<file path="config.mk">
export PLATFORM = sky130hd
export DESIGN_NAME = abwf_formatter
export DESIGN_NICKNAME = d
export VERILOG_FILES = /design/src/rtl/abwf_pkg.sv /design/src/rtl/abwf_formatter.sv
export SDC_FILE = /design/constraint.sdc
export NUM_CORES = 1
export LEC_CHECK = 0
export BUFFER_PORTS_ARGS = -buffer_cell sky130_fd_sc_hd__buf_2
export CORE_UTILIZATION = 40
export DETAILED_ROUTE_END_ITERATION = 7
export MAX_ROUTING_LAYER = met4
export PLACE_DENSITY_LB_ADDON = 0.15
export SLEW_MARGIN = 20
export SYNTH_ARGS = -nofsm -noshare
export SYNTH_HDL_FRONTEND = slang
export SYNTH_HIERARCHICAL = 1
export SYNTH_SLANG_ARGS = --single-unit
</file>
<file path="constraint.sdc">
create_clock -name i_clk -period 8.9 [get_ports i_clk]
set_clock_uncertainty 0.2 [all_clocks]
set_input_delay 0.445 -clock i_clk [delete_from_list [all_inputs] [get_ports i_clk]]
set_output_delay 0.445 -clock i_clk [all_outputs]
set_load 0.02 [all_outputs]
</file>
<file path="src/rtl/abwf_pkg.sv">
// Summary of operation
// - Every formatted output word is 24 bits
// - Drop 1553 sync and parity bits
// - 1553, auxiliary and time words get content labels
// - 1553 bit four lands in bit nine
// - 1553 error label 1100 bus A, 1000 B
// - 1553 error word carries stripped 16-bit pattern
// - Time words follow first command, high-low-microsecond
// - Response time word precedes its status word
// - Label 0100 free for user inputs otherwise
// - 429 side only receives, never transmits
// - Up to 64 receive channels addressed
// - Four channels share a group label
// - 429 syllables, auxiliary, time words get labels
// - Split 32-bit word into two syllables
// - Only parity and bit-count faults are errors
// - 429 error word: group, 0100, syllable labels
// - Syllables after error carry raw faulty data
// - 429 time words follow the low syllable
// - 1553 side passively monitors both buses
// - Only word-structure faults count as errors
// - Output keeps bus word arrival order
// - Bit 1 is the MSB, sent first
package abwf_pkg;
	localparam logic [3:0] LBL_CMD = 4'h1;
	localparam logic [3:0] LBL_STAT = 4'h2;
	localparam logic [3:0] LBL_DATA = 4'h3;
	localparam logic [3:0] LBL_RESP = 4'h4;
	localparam logic [3:0] LBL_ARINC_ERR = 4'h4;
	localparam logic [3:0] LBL_T_HI = 4'h5;
	localparam logic [3:0] LBL_T_LO = 4'h6;
	localparam logic [3:0] LBL_T_US = 4'h7;
	localparam logic [3:0] LBL_AUX = 4'h9;
	localparam logic [3:0] LBL_ERR_A = 4'hc;
	localparam logic [3:0] LBL_ERR_B = 4'h8;
	localparam logic [3:0] GRP_BUS_A = 4'h0;
	localparam logic [3:0] GRP_BUS_B = 4'h1;
	// Upper and lower half word labels per channel within a group
	localparam logic [15:0] HI_LBL_TBL = 16'hd961;
	localparam logic [15:0] LO_LBL_TBL = 16'hea72;
	localparam int RAW_INFO_MSB = 16;
	localparam int RAW_INFO_LSB = 1;
	localparam int FIFO_DEPTH = 8;
	localparam int BUF_N = 6;
	localparam logic [2:0] IDX_RST = 3'h0;
	localparam logic [2:0] TURN_RST = 3'h1;
	localparam logic [2:0] RDY_RST = 3'h0;
	typedef enum logic [1:0] {KIND_CMD, KIND_STAT, KIND_DATA} abwf_kind_type;
	typedef struct packed {
		logic [3:0] group;
		logic [3:0] label;
		logic [15:0] info;
	} abwf_fmt_type;
	typedef struct packed {
		abwf_kind_type kind;
		logic bus_b;
		logic first_cmd;
		logic err;
		logic [19:0] raw;
		logic resp_ok;
		logic [15:0] resp;
	} abwf_mil_type;
	typedef struct packed {
		logic [5:0] chan;
		logic [31:0] word;
		logic par_err;
		logic cnt_err;
	} abwf_arinc_type;
	typedef struct packed {
		logic [3:0] group;
		logic [3:0] label;
		logic [15:0] data;
	} abwf_aux_type;
	typedef struct packed {
		logic [15:0] hi;
		logic [15:0] lo;
		logic [15:0] us;
	} abwf_time_type;
endpackage

</file>
<file path="src/rtl/abwf_formatter.sv">
`timescale 1ns/1ps
`default_nettype none
// ----------------------------------------
// Word FIFO
// ----------------------------------------
module abwf_fifo #(
	parameter int WIDTH = 24,
	parameter int DEPTH = 8
) (
	input wire logic i_clk,
	input wire logic i_sys_rst,
	input wire logic i_in_valid,
	input wire logic [WIDTH-1:0] i_in_data,
	output logic o_in_ready,
	output logic o_out_valid,
	output logic [WIDTH-1:0] o_out_data,
	input wire logic i_out_ready
);
	localparam int AW = $clog2(DEPTH);
	logic [WIDTH-1:0] mem [DEPTH];
	logic [AW-1:0] wr_reg, rd_reg;
	logic [AW:0] cnt_reg;
	wire do_wr = i_in_valid && o_in_ready;
	wire do_rd = o_out_valid && i_out_ready;
	assign o_in_ready = cnt_reg != (AW+1)'(DEPTH);
	assign o_out_valid = cnt_reg != '0;
	assign o_out_data = mem[rd_reg];
	always_ff @(posedge i_clk or posedge i_sys_rst) begin
		if (i_sys_rst) begin
			wr_reg <= '0;
			rd_reg <= '0;
			cnt_reg <= '0;
		end else begin
			wr_reg <= do_wr ? AW'(wr_reg + 1'b1) : wr_reg;
			rd_reg <= do_rd ? AW'(rd_reg + 1'b1) : rd_reg;
			cnt_reg <= (AW+1)'(cnt_reg + do_wr - do_rd);
		end
	end
	always_ff @(posedge i_clk) begin
		if (do_wr) begin
			mem[wr_reg] <= i_in_data;
		end
	end
endmodule

// ----------------------------------------
// Formatter top
// ----------------------------------------
module abwf_formatter (
	input wire logic i_clk,
	input wire logic i_sys_rst,
	input wire logic i_mil_valid,
	input wire abwf_pkg::abwf_mil_type i_mil,
	output logic o_mil_ready,
	input wire logic i_arinc_valid,
	input wire abwf_pkg::abwf_arinc_type i_arinc,
	output logic o_arinc_ready,
	input wire logic i_aux_valid,
	input wire abwf_pkg::abwf_aux_type i_aux,
	output logic o_aux_ready,
	input wire abwf_pkg::abwf_time_type i_time,
	input wire logic i_mil_ttag_en,
	input wire logic i_arinc_ttag_en,
	input wire logic i_resp_en,
	output logic o_fmt_valid,
	output abwf_pkg::abwf_fmt_type o_fmt_word,
	input wire logic i_fmt_ready
);
	abwf_pkg::abwf_fmt_type buf_reg [abwf_pkg::BUF_N];
	abwf_pkg::abwf_fmt_type bld [abwf_pkg::BUF_N];
	logic [2:0] bld_len;
	logic [2:0] idx_reg, len_reg, turn_reg, rdy_reg;
	logic [2:0] idx_next, rdy_next, turn_next;
	logic fifo_in_ready, fifo_out_valid, fmt_valid_reg;
	logic [23:0] fifo_out_data;
	abwf_pkg::abwf_fmt_type fmt_word_reg;

	// ----------------------------------------
	// Acceptance, one source at a time
	// ----------------------------------------
	wire acc_mil = i_mil_valid && rdy_reg[0];
	wire acc_arinc = i_arinc_valid && rdy_reg[1];
	wire acc_aux = i_aux_valid && rdy_reg[2];
	wire acc_any = acc_mil || acc_arinc || acc_aux;
	wire idle = idx_reg == len_reg;
	wire push_v = !idle;
	wire push = push_v && fifo_in_ready;
	wire abwf_pkg::abwf_fmt_type push_w = buf_reg[idx_reg];

	// ----------------------------------------
	// 1553 decode
	// ----------------------------------------
	wire [15:0] mil_info = i_mil.raw[abwf_pkg::RAW_INFO_MSB:abwf_pkg::RAW_INFO_LSB];
	wire [3:0] mil_grp = i_mil.bus_b ? abwf_pkg::GRP_BUS_B : abwf_pkg::GRP_BUS_A;
	wire [3:0] mil_err_lbl = i_mil.bus_b ? abwf_pkg::LBL_ERR_B : abwf_pkg::LBL_ERR_A;
	wire [3:0] mil_kind_lbl = (i_mil.kind == abwf_pkg::KIND_CMD) ? abwf_pkg::LBL_CMD :
		(i_mil.kind == abwf_pkg::KIND_STAT) ? abwf_pkg::LBL_STAT : abwf_pkg::LBL_DATA;
	wire [3:0] mil_lbl = i_mil.err ? mil_err_lbl : mil_kind_lbl;
	wire mil_resp = i_resp_en && i_mil.resp_ok && i_mil.kind == abwf_pkg::KIND_STAT && !i_mil.err;
	wire mil_tag = i_mil_ttag_en && i_mil.first_cmd && i_mil.kind == abwf_pkg::KIND_CMD;

	// ----------------------------------------
	// 429 and auxiliary decode
	// ----------------------------------------
	wire [1:0] ar_sub = i_arinc.chan[1:0];
	wire [3:0] ar_grp = i_arinc.chan[5:2];
	wire [3:0] ar_hi_lbl = HI_LBL_TBL_SEL(ar_sub);
	wire [3:0] ar_lo_lbl = LO_LBL_TBL_SEL(ar_sub);
	wire ar_err = i_arinc.par_err || i_arinc.cnt_err;
	wire [7:0] ar_diag = {6'h00, i_arinc.par_err, i_arinc.cnt_err};
	wire [3:0] aux_lbl = (i_resp_en && i_aux.label == abwf_pkg::LBL_RESP) ?
		abwf_pkg::LBL_AUX : i_aux.label;

	function automatic logic [3:0] HI_LBL_TBL_SEL(input logic [1:0] s);
		HI_LBL_TBL_SEL = abwf_pkg::HI_LBL_TBL[{s, 2'b00} +: 4];
	endfunction
	function automatic logic [3:0] LO_LBL_TBL_SEL(input logic [1:0] s);
		LO_LBL_TBL_SEL = abwf_pkg::LO_LBL_TBL[{s, 2'b00} +: 4];
	endfunction

	// ----------------------------------------
	// Word list for the accepted event
	// ----------------------------------------
	always_comb begin
		automatic int n = 0;
		automatic logic [3:0] g = 4'h0;
		for (int k = 0; k < abwf_pkg::BUF_N; k++) begin
			bld[k] = '0;
		end
		if (acc_mil) begin
			g = mil_grp;
			if (mil_resp) begin
				bld[n] = '{g, abwf_pkg::LBL_RESP, i_mil.resp};
				n++;
			end
			bld[n] = '{g, mil_lbl, mil_info};
			n++;
			if (mil_tag) begin
				bld[n] = '{g, abwf_pkg::LBL_T_HI, i_time.hi};
				bld[n+1] = '{g, abwf_pkg::LBL_T_LO, i_time.lo};
				bld[n+2] = '{g, abwf_pkg::LBL_T_US, i_time.us};
				n += 3;
			end
		end else if (acc_arinc) begin
			g = ar_grp;
			if (ar_err) begin
				bld[n] = '{g, abwf_pkg::LBL_ARINC_ERR, {ar_hi_lbl, ar_lo_lbl, ar_diag}};
				n++;
			end
			bld[n] = '{g, ar_hi_lbl, i_arinc.word[31:16]};
			bld[n+1] = '{g, ar_lo_lbl, i_arinc.word[15:0]};
			n += 2;
			if (i_arinc_ttag_en) begin
				bld[n] = '{g, abwf_pkg::LBL_T_HI, i_time.hi};
				bld[n+1] = '{g, abwf_pkg::LBL_T_LO, i_time.lo};
				bld[n+2] = '{g, abwf_pkg::LBL_T_US, i_time.us};
				n += 3;
			end
		end else if (acc_aux) begin
			bld[0] = '{i_aux.group, aux_lbl, i_aux.data};
			n = 1;
		end
		bld_len = 3'(n);
	end

	// ----------------------------------------
	// Sequencer
	// ----------------------------------------
	wire last_push = push && (3'(idx_reg + 1'b1) == len_reg);
	wire idle_next = !acc_any && (idle || last_push);
	assign idx_next = acc_any ? 3'h0 : push ? 3'(idx_reg + 1'b1) : idx_reg;
	assign turn_next = {turn_reg[1:0], turn_reg[2]};
	assign rdy_next = idle_next ? turn_next : abwf_pkg::RDY_RST;

	for (genvar e = 0; e < abwf_pkg::BUF_N; e++) begin : g_buf
		always_ff @(posedge i_clk) begin
			if (acc_any) begin
				buf_reg[e] <= bld[e];
			end
		end
	end

	always_ff @(posedge i_clk or posedge i_sys_rst) begin
		if (i_sys_rst) begin
			idx_reg <= abwf_pkg::IDX_RST;
			len_reg <= abwf_pkg::IDX_RST;
			turn_reg <= abwf_pkg::TURN_RST;
			rdy_reg <= abwf_pkg::RDY_RST;
		end else begin
			idx_reg <= idx_next;
			len_reg <= acc_any ? bld_len : len_reg;
			turn_reg <= turn_next;
			rdy_reg <= rdy_next;
		end
	end

	// ----------------------------------------
	// Output buffering, monitor only: nothing goes back to the buses
	// ----------------------------------------
	wire out_take = !fmt_valid_reg || i_fmt_ready;
	abwf_fifo #(
		.WIDTH(24),
		.DEPTH(abwf_pkg::FIFO_DEPTH)
	) u_fifo (
		.i_clk(i_clk),
		.i_sys_rst(i_sys_rst),
		.i_in_valid(push_v),
		.i_in_data(push_w),
		.o_in_ready(fifo_in_ready),
		.o_out_valid(fifo_out_valid),
		.o_out_data(fifo_out_data),
		.i_out_ready(out_take)
	);

	always_ff @(posedge i_clk or posedge i_sys_rst) begin
		if (i_sys_rst) begin
			fmt_valid_reg <= 1'b0;
			fmt_word_reg <= '0;
		end else if (out_take) begin
			fmt_valid_reg <= fifo_out_valid;
			fmt_word_reg <= fifo_out_data;
		end
	end
	assign o_fmt_valid = fmt_valid_reg;
	assign o_fmt_word = fmt_word_reg;
	assign o_mil_ready = rdy_reg[0];
	assign o_arinc_ready = rdy_reg[1];
	assign o_aux_ready = rdy_reg[2];
endmodule
`default_nettype wire

</file>
After elaboration in Yosys (flattened, before gate mapping)
Memories as Yosys holds them, arrays and structs flattened. A register that Yosys moved wholly into a read port is not among the register bits.
Index checks and enable logic that the tools add are counted.
{ "totals": {"reg_bits": 23, "ram_bits": 336, "in_bits": 163, "memories": 2} }
{ "op_classes": {"add_sub_neg": 14, "order_cmp": 18, "n_eq_ne": 5, "n_shift": 2, "n_mux": 61, "bitwise": 9, "n_reduce_logical": 34} }
{ "memory_table": {"columns": ["memory", "words", "word_bits", "rd", "rd_ports_with_merged_regs", "wr", "line_no", "text"], "rows": [
  ["u_fifo.mem", 8, 24, 1, 1, 1, "abwf_formatter.sv:20", "logic [WIDTH-1:0] mem [DEPTH];"],
  ["buf_reg", 6, 24, 1, 0, 6, "abwf_formatter.sv:69", "abwf_pkg::abwf_fmt_type buf_reg [abwf_pkg::BUF_N];"]
]} }
{ "ops": {"columns": ["operator", "count"], "rows": [
  ["$bwmux W144", 9],
  ["$demux W24 S3", 9],
  ["$mux W144", 3],
  ["$mux W24", 15],
  ["$ge A32 B4 Y1 const B", 9],
  ["$lt A32 B1 Y1 const B", 9],
  ["$not A32 Y32", 9],
  ["$add A32 B2 Y32 const B", 4],
  ["$mux W120", 1],
  ["$add A32 B3 Y32 const B", 3],
  ["$mux W32", 3],
  ["$shiftx A16 B5 Y4 const A", 2],
  ["$mux W3", 8],
  ["$logic_and A1 B1 Y1", 22],
  ["$mux W21", 1],
  ["$add A3 B1 Y3 const B", 3],
  ["$mux W1", 9],
  ["$mux W4", 2],
  ["$add A3 B3 Y3 const B", 2],
  ["$eq A3 B3 Y1", 2],
  ["$logic_or A1 B1 Y1", 5],
  ["$add A4 B1 Y4", 1],
  ["$eq A4 B3 Y1 const B", 1],
  ["$logic_not A1 Y1", 4],
  ["other kinds (7)", 7]
]} }

Logic depth before layout (Yosys ltp)
Gate-level depths: netlist (run 1).
{ "depth": {"word_depth": 17, "mapped_depth": 11, "mapped_depth_nobuf": 11} }

By module
The synthesis (run 1) kept the hierarchy.
{ "by_module_without_submodules": {"columns": ["mod", "instances", "cells_per_inst", "area_each_um2", "seq_area_each_um2"], "rows": [
  ["abwf_formatter", 1, 723, 8818.5, 4981.0],
  ["abwf_fifo", 1, 334, 7838.8, 6015.8]
]} }

Worst setup path before layout (run 1)
Ideal clock, no wire load.
{ "synth_path": {"path_kind": "reg2reg", "startpoint": "reg rdy_reg[1]", "endpoint": "mem buf_reg[0][0] (netlist name), enable pin", "setup_ns": 0.490, "arrival_ns": 3.633, "required_time_ns": 8.210, "path_slack_ns": 4.578, "stages_incl_launch_ff": 5, "period_less_slack_ns": 4.322, "cell_sequence": "dfrtp_1 -> nand2_1 -> and3_1 -> clkbuf_1 -> inv_1"} }
{ "synth_rtl": {"columns": ["element", "line_no", "text"], "rows": [
  ["from (decl)", "abwf_formatter.sv:72", "logic [2:0] idx_reg, len_reg, turn_reg, rdy_reg;"],
  ["from (signal assigned)", "abwf_formatter.sv:188", "rdy_reg <= abwf_pkg::RDY_RST;"],
  ["from (signal assigned)", "abwf_formatter.sv:193", "rdy_reg <= rdy_next;"],
  ["to (decl)", "abwf_formatter.sv:69", null]
]} }

Worst setup path in the final report (run 1)
{ "layout_path": {"startpoint": "reg idx_reg[2]", "endpoint": "mem u_fifo.mem[5][8], enable pin"} }
{ "layout_via": {"elab_chain_cells": 5} }
{ "layout_rtl": {"columns": ["element", "line_no", "text"], "rows": [
  ["from (decl)", "abwf_formatter.sv:72", null],
  ["from (signal assigned)", "abwf_formatter.sv:185", "idx_reg <= abwf_pkg::IDX_RST;"],
  ["from (signal assigned)", "abwf_formatter.sv:190", "idx_reg <= idx_next;"],
  ["$eq A3 B3 Y1", "abwf_formatter.sv:85", "wire idle = idx_reg == len_reg;"],
  ["$logic_not A1 Y1", "abwf_formatter.sv:86", "wire push_v = !idle;"],
  ["named net push_v", "abwf_formatter.sv:86", null],
  ["$logic_and A1 B1 Y1", "abwf_formatter.sv:23", "wire do_wr = i_in_valid && o_in_ready;"],
  ["$mux W1", "abwf_formatter.sv:40", "if (do_wr) begin"],
  ["$mux W1 (implied by the code)", "abwf_formatter.sv:41", "mem[wr_reg] <= i_in_data;"],
  ["to (decl)", "abwf_formatter.sv:20", null]
]} }
The timed path passes the listed nets, and every way through them passes these cells.

==> run summary, run 1 <==
status -> complete, no violations
Skew-Pair Late Insertion Delay -> 0.52 ns
# DRC -> 0
startpoint types -> register
DIE HEIGHT -> 206 um
H-Tree Level Count -> 2
fraction of layout cells with a size suffix above 1 -> 32.2%
clock slew seen by the registers of the worst setup and hold paths -> 0.06 ns
GP Congestion -> 0.847
fillers -> 3626
Initial Util -> 40.7%
slowest stage delay, CP -> 0.86 ns
WP data arrival -> 3.05 ns
VDD IR-drop max -> 0.133 mV
GRT Total Usage -> 19.5%
Finished Cell Area -> 19400 um2
DP HPWL -> 25300 um
total congestion overflow -> 0
pwr dens -> 277 nW/um2
Final nets -> 1416
post-route ant nets -> 0
Slew @ Worst Pin -> 1.03 ns
grt met3 use -> 2.90%
first-pass GRT wire length -> 60500 um
Worst setup EP type -> register
vias in the first global route -> 9846
Final min period -> 3.11 ns
core area -> 40900 um2
initial antenna violation count -> 0
clock sink total -> 374
cell taking the most area after synthesis -> edfxtp_1
Slew HR -> 30.3%
Hold Crit Class -> in -> reg
CTS Buffer Depth -> 3
hold_ws -> 0.0260 ns
fraction of met1 tracks used by global routing -> 28.2%
Worst EP required -> 8.84 ns
ys async rst share -> 12.6%
Fin Setup TNS -> 0 ns
Post-Syn Area -> 16700 um2
number of CTS-inserted buffers -> 40
max reg flops -> 192
FF+latch count, synth -> 374
count of warnings emitted by yosys -> 6
Post-DP Area -> 18100 um2
sequential cell area fraction in the yosys report -> 66.0%
met2 Usage GRT -> 28.7%
gr busiest metal -> met2
RSZ-0062 raised after global routing -> no
Vias/cell -> 5.52
vias -> 9943
final WL -> 39500 um
delay-heaviest family, CP -> simple AND/OR/NAND/NOR gates
WL/cell -> 21.9 um
top_reg_cell synth -> edfxtp_1
die width -> 206 um
# IOs -> 191
synth unique cells -> 57
Pins Over Slew Limit -> 0
syn nets -> 1235
IO buf count -> 186
CTS tree -> done
part of the cycle the worst path needs -> 34.9%
multi-input logic area -> 5230 um2
Final setup viols -> 0
utilization after layout -> 47.4%
critical-path cell list -> buf_4 > xor2_1 > nor3_1 > inv_1 > nand3_1 > nor2_4
die area -> 42500 um2
CP Class -> reg -> reg
Critical path buffers and inverters -> 2
Max Fclk -> 322 MHz
Syn Inst Count -> 1057
FF+latch area -> 11000 um2
number of max-cap violations -> 0
largest net degree at the start of global routing -> 72
Post-synth EDFFs -> 327
initial DRC count -> 823
crit path max fanout -> 39
PnR worst setup slack -> 5.79 ns
drt first pass iters -> 6
final hold violation count -> 0
Area contributors post-synth -> edfxtp_1 59%, mux4_2 9.6%, dfrtp_1 6.9%, mux2_2 2.8%, nand2_1 2.5%
critical path's slowest cell -> nor2_4
post-synth top area share -> 58.9%
Avg Synthesized Cell Area -> 15.8 um2
pre-CTS setup slack -> 5.55 ns
Layout area overhead -> 16.4%
Std-Cell Rows -> 74
Root Buffer -> clkbuf_16
Lkg Pwr -> 6.63 nW
-- cells by family after synthesis --
family	share of synthesized area, %
flops	66.0
simple gates	6.14
compound gates	7.28
mux	15.7
buf+inv	3.00
fa+ha+maj	1.17
xor+xnor	0.684
-- through the flow --
stage / power, mW / std cells
6_report: 5.36 / 1800
5_1_grt: 5.64 / 1799
3_3_place_gp: 3.88 / 1723
3_5_place_dp: 3.91 / 1723
2_1_floorplan: 3.44 / 1057
4_1_cts: 5.46 / 1799
-- routing by layer --
layer  vias up  wire (um)
li1       4534          -
met1      4965      18200
met2       386      18000
met3        58       2350
met4         0        911
met5         -          0
-- worst paths after layout --
kind                            cells after the start                     endpoint              startpoint  slack, ns
worst max-delay path                                6   u_fifo/mem[5][8]$_DFFE_PP_  idx_reg[2]$_DFFE_PP0P_       5.79
worst min-delay path                                3      buf_reg[0][4]$_DFFE_PN_                i_aux[4]       0.03
min in group asynchronous                           3  u_fifo/cnt_reg[0]$_DFF_PP0_               i_sys_rst       0.28
worst max register to register                      6   u_fifo/mem[5][8]$_DFFE_PP_  idx_reg[2]$_DFFE_PP0P_       5.79
max in group asynchronous                           4       idx_reg[0]$_DFFE_PP0P_               i_sys_rst       7.68
worst min register to register                      0        turn_reg[2]$_DFF_PP0_   turn_reg[1]$_DFF_PP0_       0.18
-- layout by cell type (no fill, tap or decap), types with 11 or more instances in the layout --
| cell | n |
|---|---|
| mux2_4 | 11 |
| a32oi_1 | 24 |
| edfxtp_1 | 327 |
| mux2i_1 | 39 |
| mux4_2 | 71 |
| dfrtp_1 | 42 |
| clkbuf_16 | 41 |
| nand2_1 | 109 |
| mux2_2 | 41 |
| buf_2 | 186 |
| and2_1 | 25 |
| buf_4 | 20 |
| o21ai_0 | 23 |
| a21oi_1 | 48 |
| ha_1 | 14 |
| nor2_1 | 33 |
| a221o_1 | 17 |
| a222oi_1 | 15 |
| a22o_1 | 13 |
| inv_1 | 31 |
-- layout make-up --
cell class / count / area share, %
antenna: 1 / 0.0129
clock buffer: 51 / 5.49
clock inverter: 20 / 0.742
inverter: 36 / 0.723
multi-input combinational: 575 / 27.0
sequential: 374 / 56.8
tap: 532 / 3.43
timing repair buffer: 211 / 5.84
-- cell usage after synthesis, types with 25 or more instances --
library cell / number
a21oi_1: 48
dfrtp_1: 46
mux4_2: 71
edfxtp_1: 327
o21ai_0: 25
mux2_2: 41
inv_1: 33
mux2i_1: 39
nor2_1: 39
nand2_1: 109
clkbuf_1: 29
buf_2: 32
and2_1: 25
-- tightest hold or removal path: cells and delay by family --
family / cells / cell delay [ns]
AOI/OAI and AO/OA: 2 / 0.11
buffers and inverters: 1 / 0.08
-- what timing repair did --
item,4_1_cts,5_1_grt
setup buffers,0,0
hold buffers,5,0
endpoints found under the hold margin,50,0
resized for setup,0,0
-- power by group --
part	leakage [nW]	internal [mW]	switching (mW)
logic	2.97	0.625	0.791
registers	3.07	2.26	0.151
clock network	0.587	0.900	0.641
total	6.63	3.78	1.58
No activity file was read; power rests on OpenSTA's default activity.
==> run 2: changes to the inputs <==
- clock period: 8.9 -> 2.65 ns (I/O delays scaled with it)
==> run summary, run 2 (synthesis results as in run 1) <==
Layout area overhead -> 29.2% (was 16.4%)
number of max-cap violations -> 0 (unchanged)
Cells after DPL -> 1751 (was 1723)
H-Tree Level Count -> 2 (unchanged)
Final setup viols -> 0 (unchanged)
final WL -> 41700 um (was 39500 um)
Root Buffer -> clkbuf_16 (unchanged)
RSZ-0062 raised after global routing -> no (unchanged)
Slew HR -> 31.2% (was 30.3%)
CTS tree -> done (unchanged)
Final nets -> 1617 (was 1416)
# DRC -> 0 (unchanged)
WL/cell -> 20.8 um (was 21.9 um)
CTS Buffer Depth -> 3 (unchanged)
CP Class -> reg -> reg (unchanged)
drt first pass iters -> 6 (unchanged)
WP data arrival -> 2.69 ns (was 3.05 ns)
Post-DP Area -> 18500 um2 (was 18100 um2)
Post-CTS Setup Repair Bufs -> 0 (unchanged)
crit path max fanout -> 18 (was 39)
Slew @ Worst Pin -> 1.02 ns (was 1.03 ns)
part of the cycle the worst path needs -> 98.7% (was 34.9%)
Worst EP required -> 2.72 ns (was 8.84 ns)
Post-Layout Cell Count -> 2002 (was 1800)
PnR worst setup slack -> 0.0334 ns (was 5.79 ns)
VDD IR-drop max -> 0.474 mV (was 0.133 mV)
Finished Cell Area -> 21500 um2 (was 19400 um2)
Hold Crit Class -> in -> async (was in -> reg)
pre-CTS setup slack -> 0.0747 ns (was 5.55 ns)
clock slew seen by the registers of the worst setup and hold paths -> 0.06 ns (about the same)
Initial Util -> 40.7% (unchanged)
DIE HEIGHT -> 206 um (unchanged)
pwr dens -> 858 nW/um2 (was 277 nW/um2)
vias -> 10800 (was 9943)
Power, Total -> 18.5 mW (was 5.36 mW)
Worst setup EP type -> register (unchanged)
GP Congestion -> 0.822 (was 0.847)
Final min period -> 2.62 ns (was 3.11 ns)
number of CTS-inserted buffers -> 40 (unchanged)
most common cell after layout, fill and taps aside -> edfxtp_1 (unchanged)
die area -> 42500 um2 (unchanged)
Max Fclk -> 382 MHz (was 322 MHz)
total congestion overflow -> 0 (unchanged)
# IOs -> 191 (unchanged)
GRT Total Usage -> 20.6% (was 19.5%)
most frequent cells in the layout -> 327 x edfxtp_1, 186 x buf_2, 178 x dlygate4sd3_1, 104 x nand2_1, 71 x mux4_2 (was 327 x edfxtp_1, 186 x buf_2, 109 x nand2_1, 71 x mux4_2, 48 x a21oi_1)
clock sink total -> 374 (unchanged)
vias in the first global route -> 10900 (was 9846)
Vias/cell -> 5.40 (was 5.52)
final hold violation count -> 0 (unchanged)
status -> complete, no violations (unchanged)
initial antenna violation count -> 0 (unchanged)
Std-Cell Rows -> 74 (unchanged)
Skew-Pair Late Insertion Delay -> 0.54 ns (was 0.52 ns)
DP HPWL -> 26000 um (was 25300 um)
IO buf count -> 186 (unchanged)
hold_ws -> 0.0213 ns (was 0.0260 ns)
number of diodes -> 0 (was 1)
die width -> 206 um (unchanged)
Lkg Pwr -> 7.63 nW (was 6.63 nW)
Pins Over Slew Limit -> 0 (unchanged)
initial DRC count -> 788 (was 823)
post-route ant nets -> 0 (unchanged)
fraction of layout cells with a size suffix above 1 -> 30.4% (was 32.2%)
startpoint types -> register (unchanged)
largest net degree at the start of global routing -> 95 (was 72)
max reg flops -> 192 (unchanged)
first-pass GRT wire length -> 64000 um (was 60500 um)
core area -> 40900 um2 (unchanged)
[run 2: cell count changes in the layout (fill, tap and decap cells not counted), moves of 3 or more]
cell,delta
nand2_2,+3
and2_2,+3
buf_4,+15
nor2_2,+5
nand2_1,-5
dlygate4sd3_1,+173
buf_12,+13
nor2_4,-5
and2_1,-3
[run 2: routing by layer]
| layer | track usage [%] | wire (um) | up-vias |
|---|---|---|---|
| li1 | - | - | 4922 |
| met1 | 28.4 | 18600 | 5383 |
| met2 | 31.4 | 19200 | 445 |
| met3 | 2.98 | 2730 | 70 |
| met4 | 7.04 | 1130 | 0 |
| met5 | - | 0 | - |
[run 2: path summary, 6_finish.rpt]
kind | depth (start not counted) | end | slack, ns | from
worst min register to register | 0 | turn_reg[2]$_DFF_PP0_ | 0.17 | turn_reg[1]$_DFF_PP0_
worst max-delay path | 6 | buf_reg[0][6]$_DFFE_PN_ | 0.03 | rdy_reg[0]$_DFF_PP0_
worst max register to register | 6 | buf_reg[0][6]$_DFFE_PN_ | 0.03 | rdy_reg[0]$_DFF_PP0_
min in group i_clk | 4 | buf_reg[5][18]$_SDFFCE_PP0N_ | 0.03 | i_arinc_valid
max in group asynchronous | 4 | u_fifo/rd_reg[1]$_DFFE_PP0P_ | 1.43 | i_sys_rst
worst min-delay path | 3 | o_fmt_word[1]$_DFFE_PP0P_ | 0.02 | i_sys_rst
[run 2: critical path, stage by stage, from the launching register on]
cell and delay [ns]:
dfrtp_2 0.44, and2_2 0.25, nor3_2 0.36, buf_12 0.21
a32oi_1 0.08, dlygate4sd3_1 0.60, o21ai_0 0.20
[run 2: what timing repair did]
item	4_1_cts	5_1_grt
hold buffers	178	0
endpoints found under the hold margin	165	0
gates resized for setup	0	8
endpoints found under the setup margin	0	28
[run 2: layout make-up]
| type | instances | area [um2] |
|---|---|---|
| Fill cell | 3421 | 19400 |
| Sequential cell | 374 | 11000 |
| Multi-Input combinational cell | 575 | 5250 |
| Timing Repair Buffer | 412 | 3240 |
| Clock buffer | 52 | 1070 |
| Tap cell | 532 | 666 |
| Clock inverter | 21 | 155 |
| Inverter | 36 | 141 |
[run 2: report_power, final]
group,switching [mW],total [mW],internal [mW]
registers,0.315,7.88,7.56
logic,2.87,5.33,2.46
clock network,2.22,5.26,3.04
[run 2: metrics by stage]
step                      util, %  setup TNS (ns)
final                        52.6               0
after global routing         52.6               0
after CTS                    52.5               0
after floorplan                 -         -113.45
after global placement       45.2               0
after detailed placement     45.2               0
==> run 3: changes to the inputs <==
- ABC_AREA: default -> 1
- CAP_MARGIN: default -> 30
- clock period: 2.65 -> 2.6 ns (I/O delays scaled with it)
==> run summary, run 3 <==
Max Fclk -> 401 MHz
Commonest cells post-synth -> 554 x nand2_1, 327 x edfxtp_1, 289 x inv_1 (was 327 x edfxtp_1, 109 x nand2_1, 71 x mux4_2)
H-Tree Level Count -> 2 (unchanged)
first-pass GRT wire length -> 78700 um (was 64000 um)
Avg Synthesized Cell Area -> 9.46 um2 (was 15.8 um2)
core area -> 44400 um2 (was 40900 um2)
die area -> 46000 um2 (was 42500 um2)
Final setup viols -> 0 (unchanged)
Reg2Reg Depth -> 7 (was 6)
vias in the first global route -> 14200 (was 10900)
initial DRC count -> 897 (was 788)
DP HPWL -> 32000 um (was 26000 um)
most common cell after layout, fill and taps aside -> nand2_1 (was edfxtp_1)
post-route ant nets -> 0 (unchanged)
vias -> 14300 (was 10800)
FF+latch count, synth -> 374 (unchanged)
hold path depth -> 5
top_reg_cell synth -> edfxtp_1 (unchanged)
Skew-Pair Late Insertion Delay -> 0.54 ns (about the same)
IO buf count -> 186 (unchanged)
final hold violation count -> 0 (unchanged)
number of max-cap violations -> 0 (unchanged)
Worst setup EP type -> register (unchanged)
Slew @ Worst Pin -> 0.996 ns (was 1.02 ns)
Post-synth EDFFs -> 327 (unchanged)
most numerous cell in the Yosys netlist -> nand2_1 (was edfxtp_1)
crit path max fanout -> 13 (was 18)
post-synth top area share -> 54.4% (was 58.9%)
sequential cell area fraction in the yosys report -> 60.9% (was 66.0%)
PnR worst setup slack -> 0.107 ns (was 0.0334 ns)
largest net degree at the start of global routing -> 98 (was 95)
Std-Cell Rows -> 77 (was 74)
Initial Util -> 40.7% (about the same)
Slew HR -> 32.9% (was 31.2%)
initial antenna violation count -> 0 (unchanged)
status -> complete, no violations (unchanged)
Worst EP required -> 2.69 ns (was 2.72 ns)
utilization after layout -> 52.2% (was 52.6%)
total congestion overflow -> 0 (unchanged)
R2R Path End -> buf_reg[0][13]$_DFFE_PN_ (was buf_reg[0][6]$_DFFE_PN_)
fraction of layout cells with a size suffix above 1 -> 16.3% (was 30.4%)
pwr dens -> 982 nW/um2 (was 858 nW/um2)
Power, Total -> 22.7 mW (was 18.5 mW)
hold_ws -> 0.0415 ns (was 0.0213 ns)
FF-to-FF setup slack -> 0.13 ns (was 0.03 ns)
Setup crit start -> i_mil[37] (was rdy_reg[0]$_DFF_PP0_)
VDD IR-drop max -> 0.533 mV (was 0.474 mV)
Final nets -> 2477 (was 1617)
WL/cell -> 16.9 um (was 20.8 um)
# DRC -> 0 (unchanged)
Post-Layout Cell Count -> 2923 (was 2002)
RR Startpoint -> rdy_reg[0]$_DFF_PP0_ (unchanged)
Vias/cell -> 4.88 (was 5.40)
cell taking the most area after synthesis -> edfxtp_1 (unchanged)
synth unique cells -> 37 (was 57)
CP Class -> in -> reg (was reg -> reg)
clock sink total -> 374 (unchanged)
Layout area overhead -> 28.3% (was 29.2%)
min-delay src -> i_arinc[0]
most frequent cells in the layout -> 552 x nand2_1, 327 x edfxtp_1, 285 x inv_1, 189 x buf_2, 187 x dlygate4sd3_1 (was 327 x edfxtp_1, 186 x buf_2, 178 x dlygate4sd3_1, 104 x nand2_1, 71 x mux4_2)
WP data arrival -> 2.58 ns (was 2.69 ns)
RSZ-0062 raised after global routing -> no (unchanged)
Syn Inst Count -> 1909 (was 1057)
Cells after DPL -> 2656 (was 1751)
Finished Cell Area -> 23200 um2 (was 21500 um2)
drt first pass iters -> 7 (was 6)
DIE HEIGHT -> 214 um (was 206 um)
Post-DP Area -> 20000 um2 (was 18500 um2)
startpoint types -> input port (was register)
clock slew seen by the registers of the worst setup and hold paths -> 0.06 ns (about the same)
number of diodes -> 0 (unchanged)
CTS Buffer Depth -> 3 (unchanged)
WHS Endpoint -> buf_reg[4][16]$_DFFE_PN_
GRT Total Usage -> 22.3% (was 20.6%)
Hold Crit Class -> in -> reg (was in -> async)
Area contributors post-synth -> edfxtp_1 54%, nand2_1 12%, dfrtp_1 6.4%, inv_1 6.0%, nand3_1 3.8% (was edfxtp_1 59%, mux4_2 9.6%, dfrtp_1 6.9%, mux2_2 2.8%, nand2_1 2.5%)
part of the cycle the worst path needs -> 95.9%
Lkg Pwr -> 10.0 nW (was 7.63 nW)
Pins Over Slew Limit -> 0 (unchanged)
pre-CTS setup slack -> 0.246 ns (was 0.0747 ns)
die width -> 214 um (was 206 um)
CTS tree -> done (unchanged)
Fin Setup TNS -> 0 ns (unchanged)
number of CTS-inserted buffers -> 41 (was 40)
ys async rst share -> 12.6% (unchanged)
GP Congestion -> 0.947 (was 0.822)
# IOs -> 191 (unchanged)
final WL -> 49500 um (was 41700 um)
fillers -> 3990 (was 3421)
syn nets -> 2087 (was 1235)
max reg flops -> 192 (unchanged)
Final min period -> 2.49 ns
Root Buffer -> clkbuf_16 (unchanged)
count of warnings emitted by yosys -> 6 (unchanged)
Post-Syn Area -> 18100 um2 (was 16700 um2)
run 3: timing repair:
item,4_1_cts,5_1_grt
endpoints found under the hold margin,185,0
resized for setup,0,4
buffers inserted,0,1
hold buffers,187,0
endpoints found under the setup margin,0,14
run 3: worst max-delay path, cell delays in order:
cell and delay, ns:
dlygate4sd3_1 0.52, buf_2 0.15, inv_1 0.06, nand2_2 0.17
buf_4 0.23, a21oi_1 0.08, o21ai_0 0.08, dlygate4sd3_1 0.57
nand2_1 0.05, dlygate4sd3_1 0.54
run 3: layer usage:
| metal | GRT usage (%) | part of all wire [%] |
|---|---|---|
| met4 | 7.64 | 3.1 |
| met5 | - | 0 |
| met2 | 36.0 | 47 |
| met3 | 2.51 | 5.5 |
| met1 | 29.2 | 45 |
run 3: power breakdown:
part | internal (mW) | total, mW | switching (mW) | leakage, nW
Combinational | 2.70 | 8.22 | 5.52 | 6.18
Clock | 3.30 | 5.59 | 2.29 | 0.627
Sequential | 8.53 | 8.94 | 0.406 | 3.21
run 3: how the worst max path moves through the flow:
| stage | slack (ns) | to | depth (start not counted) |
|---|---|---|---|
| after floorplan | -0.91 | buf_reg[0][0]$_DFFE_PN_ | 4 |
| after global placement | 0.33 | u_fifo/cnt_reg[2]$_DFF_PP0_ | 10 |
| after detailed placement | 0.25 | u_fifo/cnt_reg[2]$_DFF_PP0_ | 10 |
| after CTS | 0.04 | buf_reg[3][6]$_DFFE_PN_ | 8 |
| after global routing | 0.02 | buf_reg[0][13]$_DFFE_PN_ | 10 |
| final | 0.11 | buf_reg[0][13]$_DFFE_PN_ | 10 |
run 3: logic make-up (layout without fill, tap and decap cells):
group	count (synthesis)	in the layout	synth area share, %
AOI/OAI and AO/OA	239	239	7.52
xor gates and xnor gates	9	9	0.437
adders and majority gates	15	15	1.08
buffers and inverters	392	814	9.14
DFF	374	374	60.9
muxes	24	24	1.50
and+or+nand+nor	856	856	19.4
run 3: cell type report:
type | count | area (um2) | area share [%]
Sequential cell | 374 | 11000 | 47.5
Multi-Input combinational cell | 1143 | 5520 | 23.8
Timing Repair Buffer | 443 | 3500 | 15.1
Clock buffer | 62 | 1170 | 5.04
Inverter | 296 | 1120 | 4.85
Tap cell | 592 | 741 | 3.20
Clock inverter | 13 | 118 | 0.508
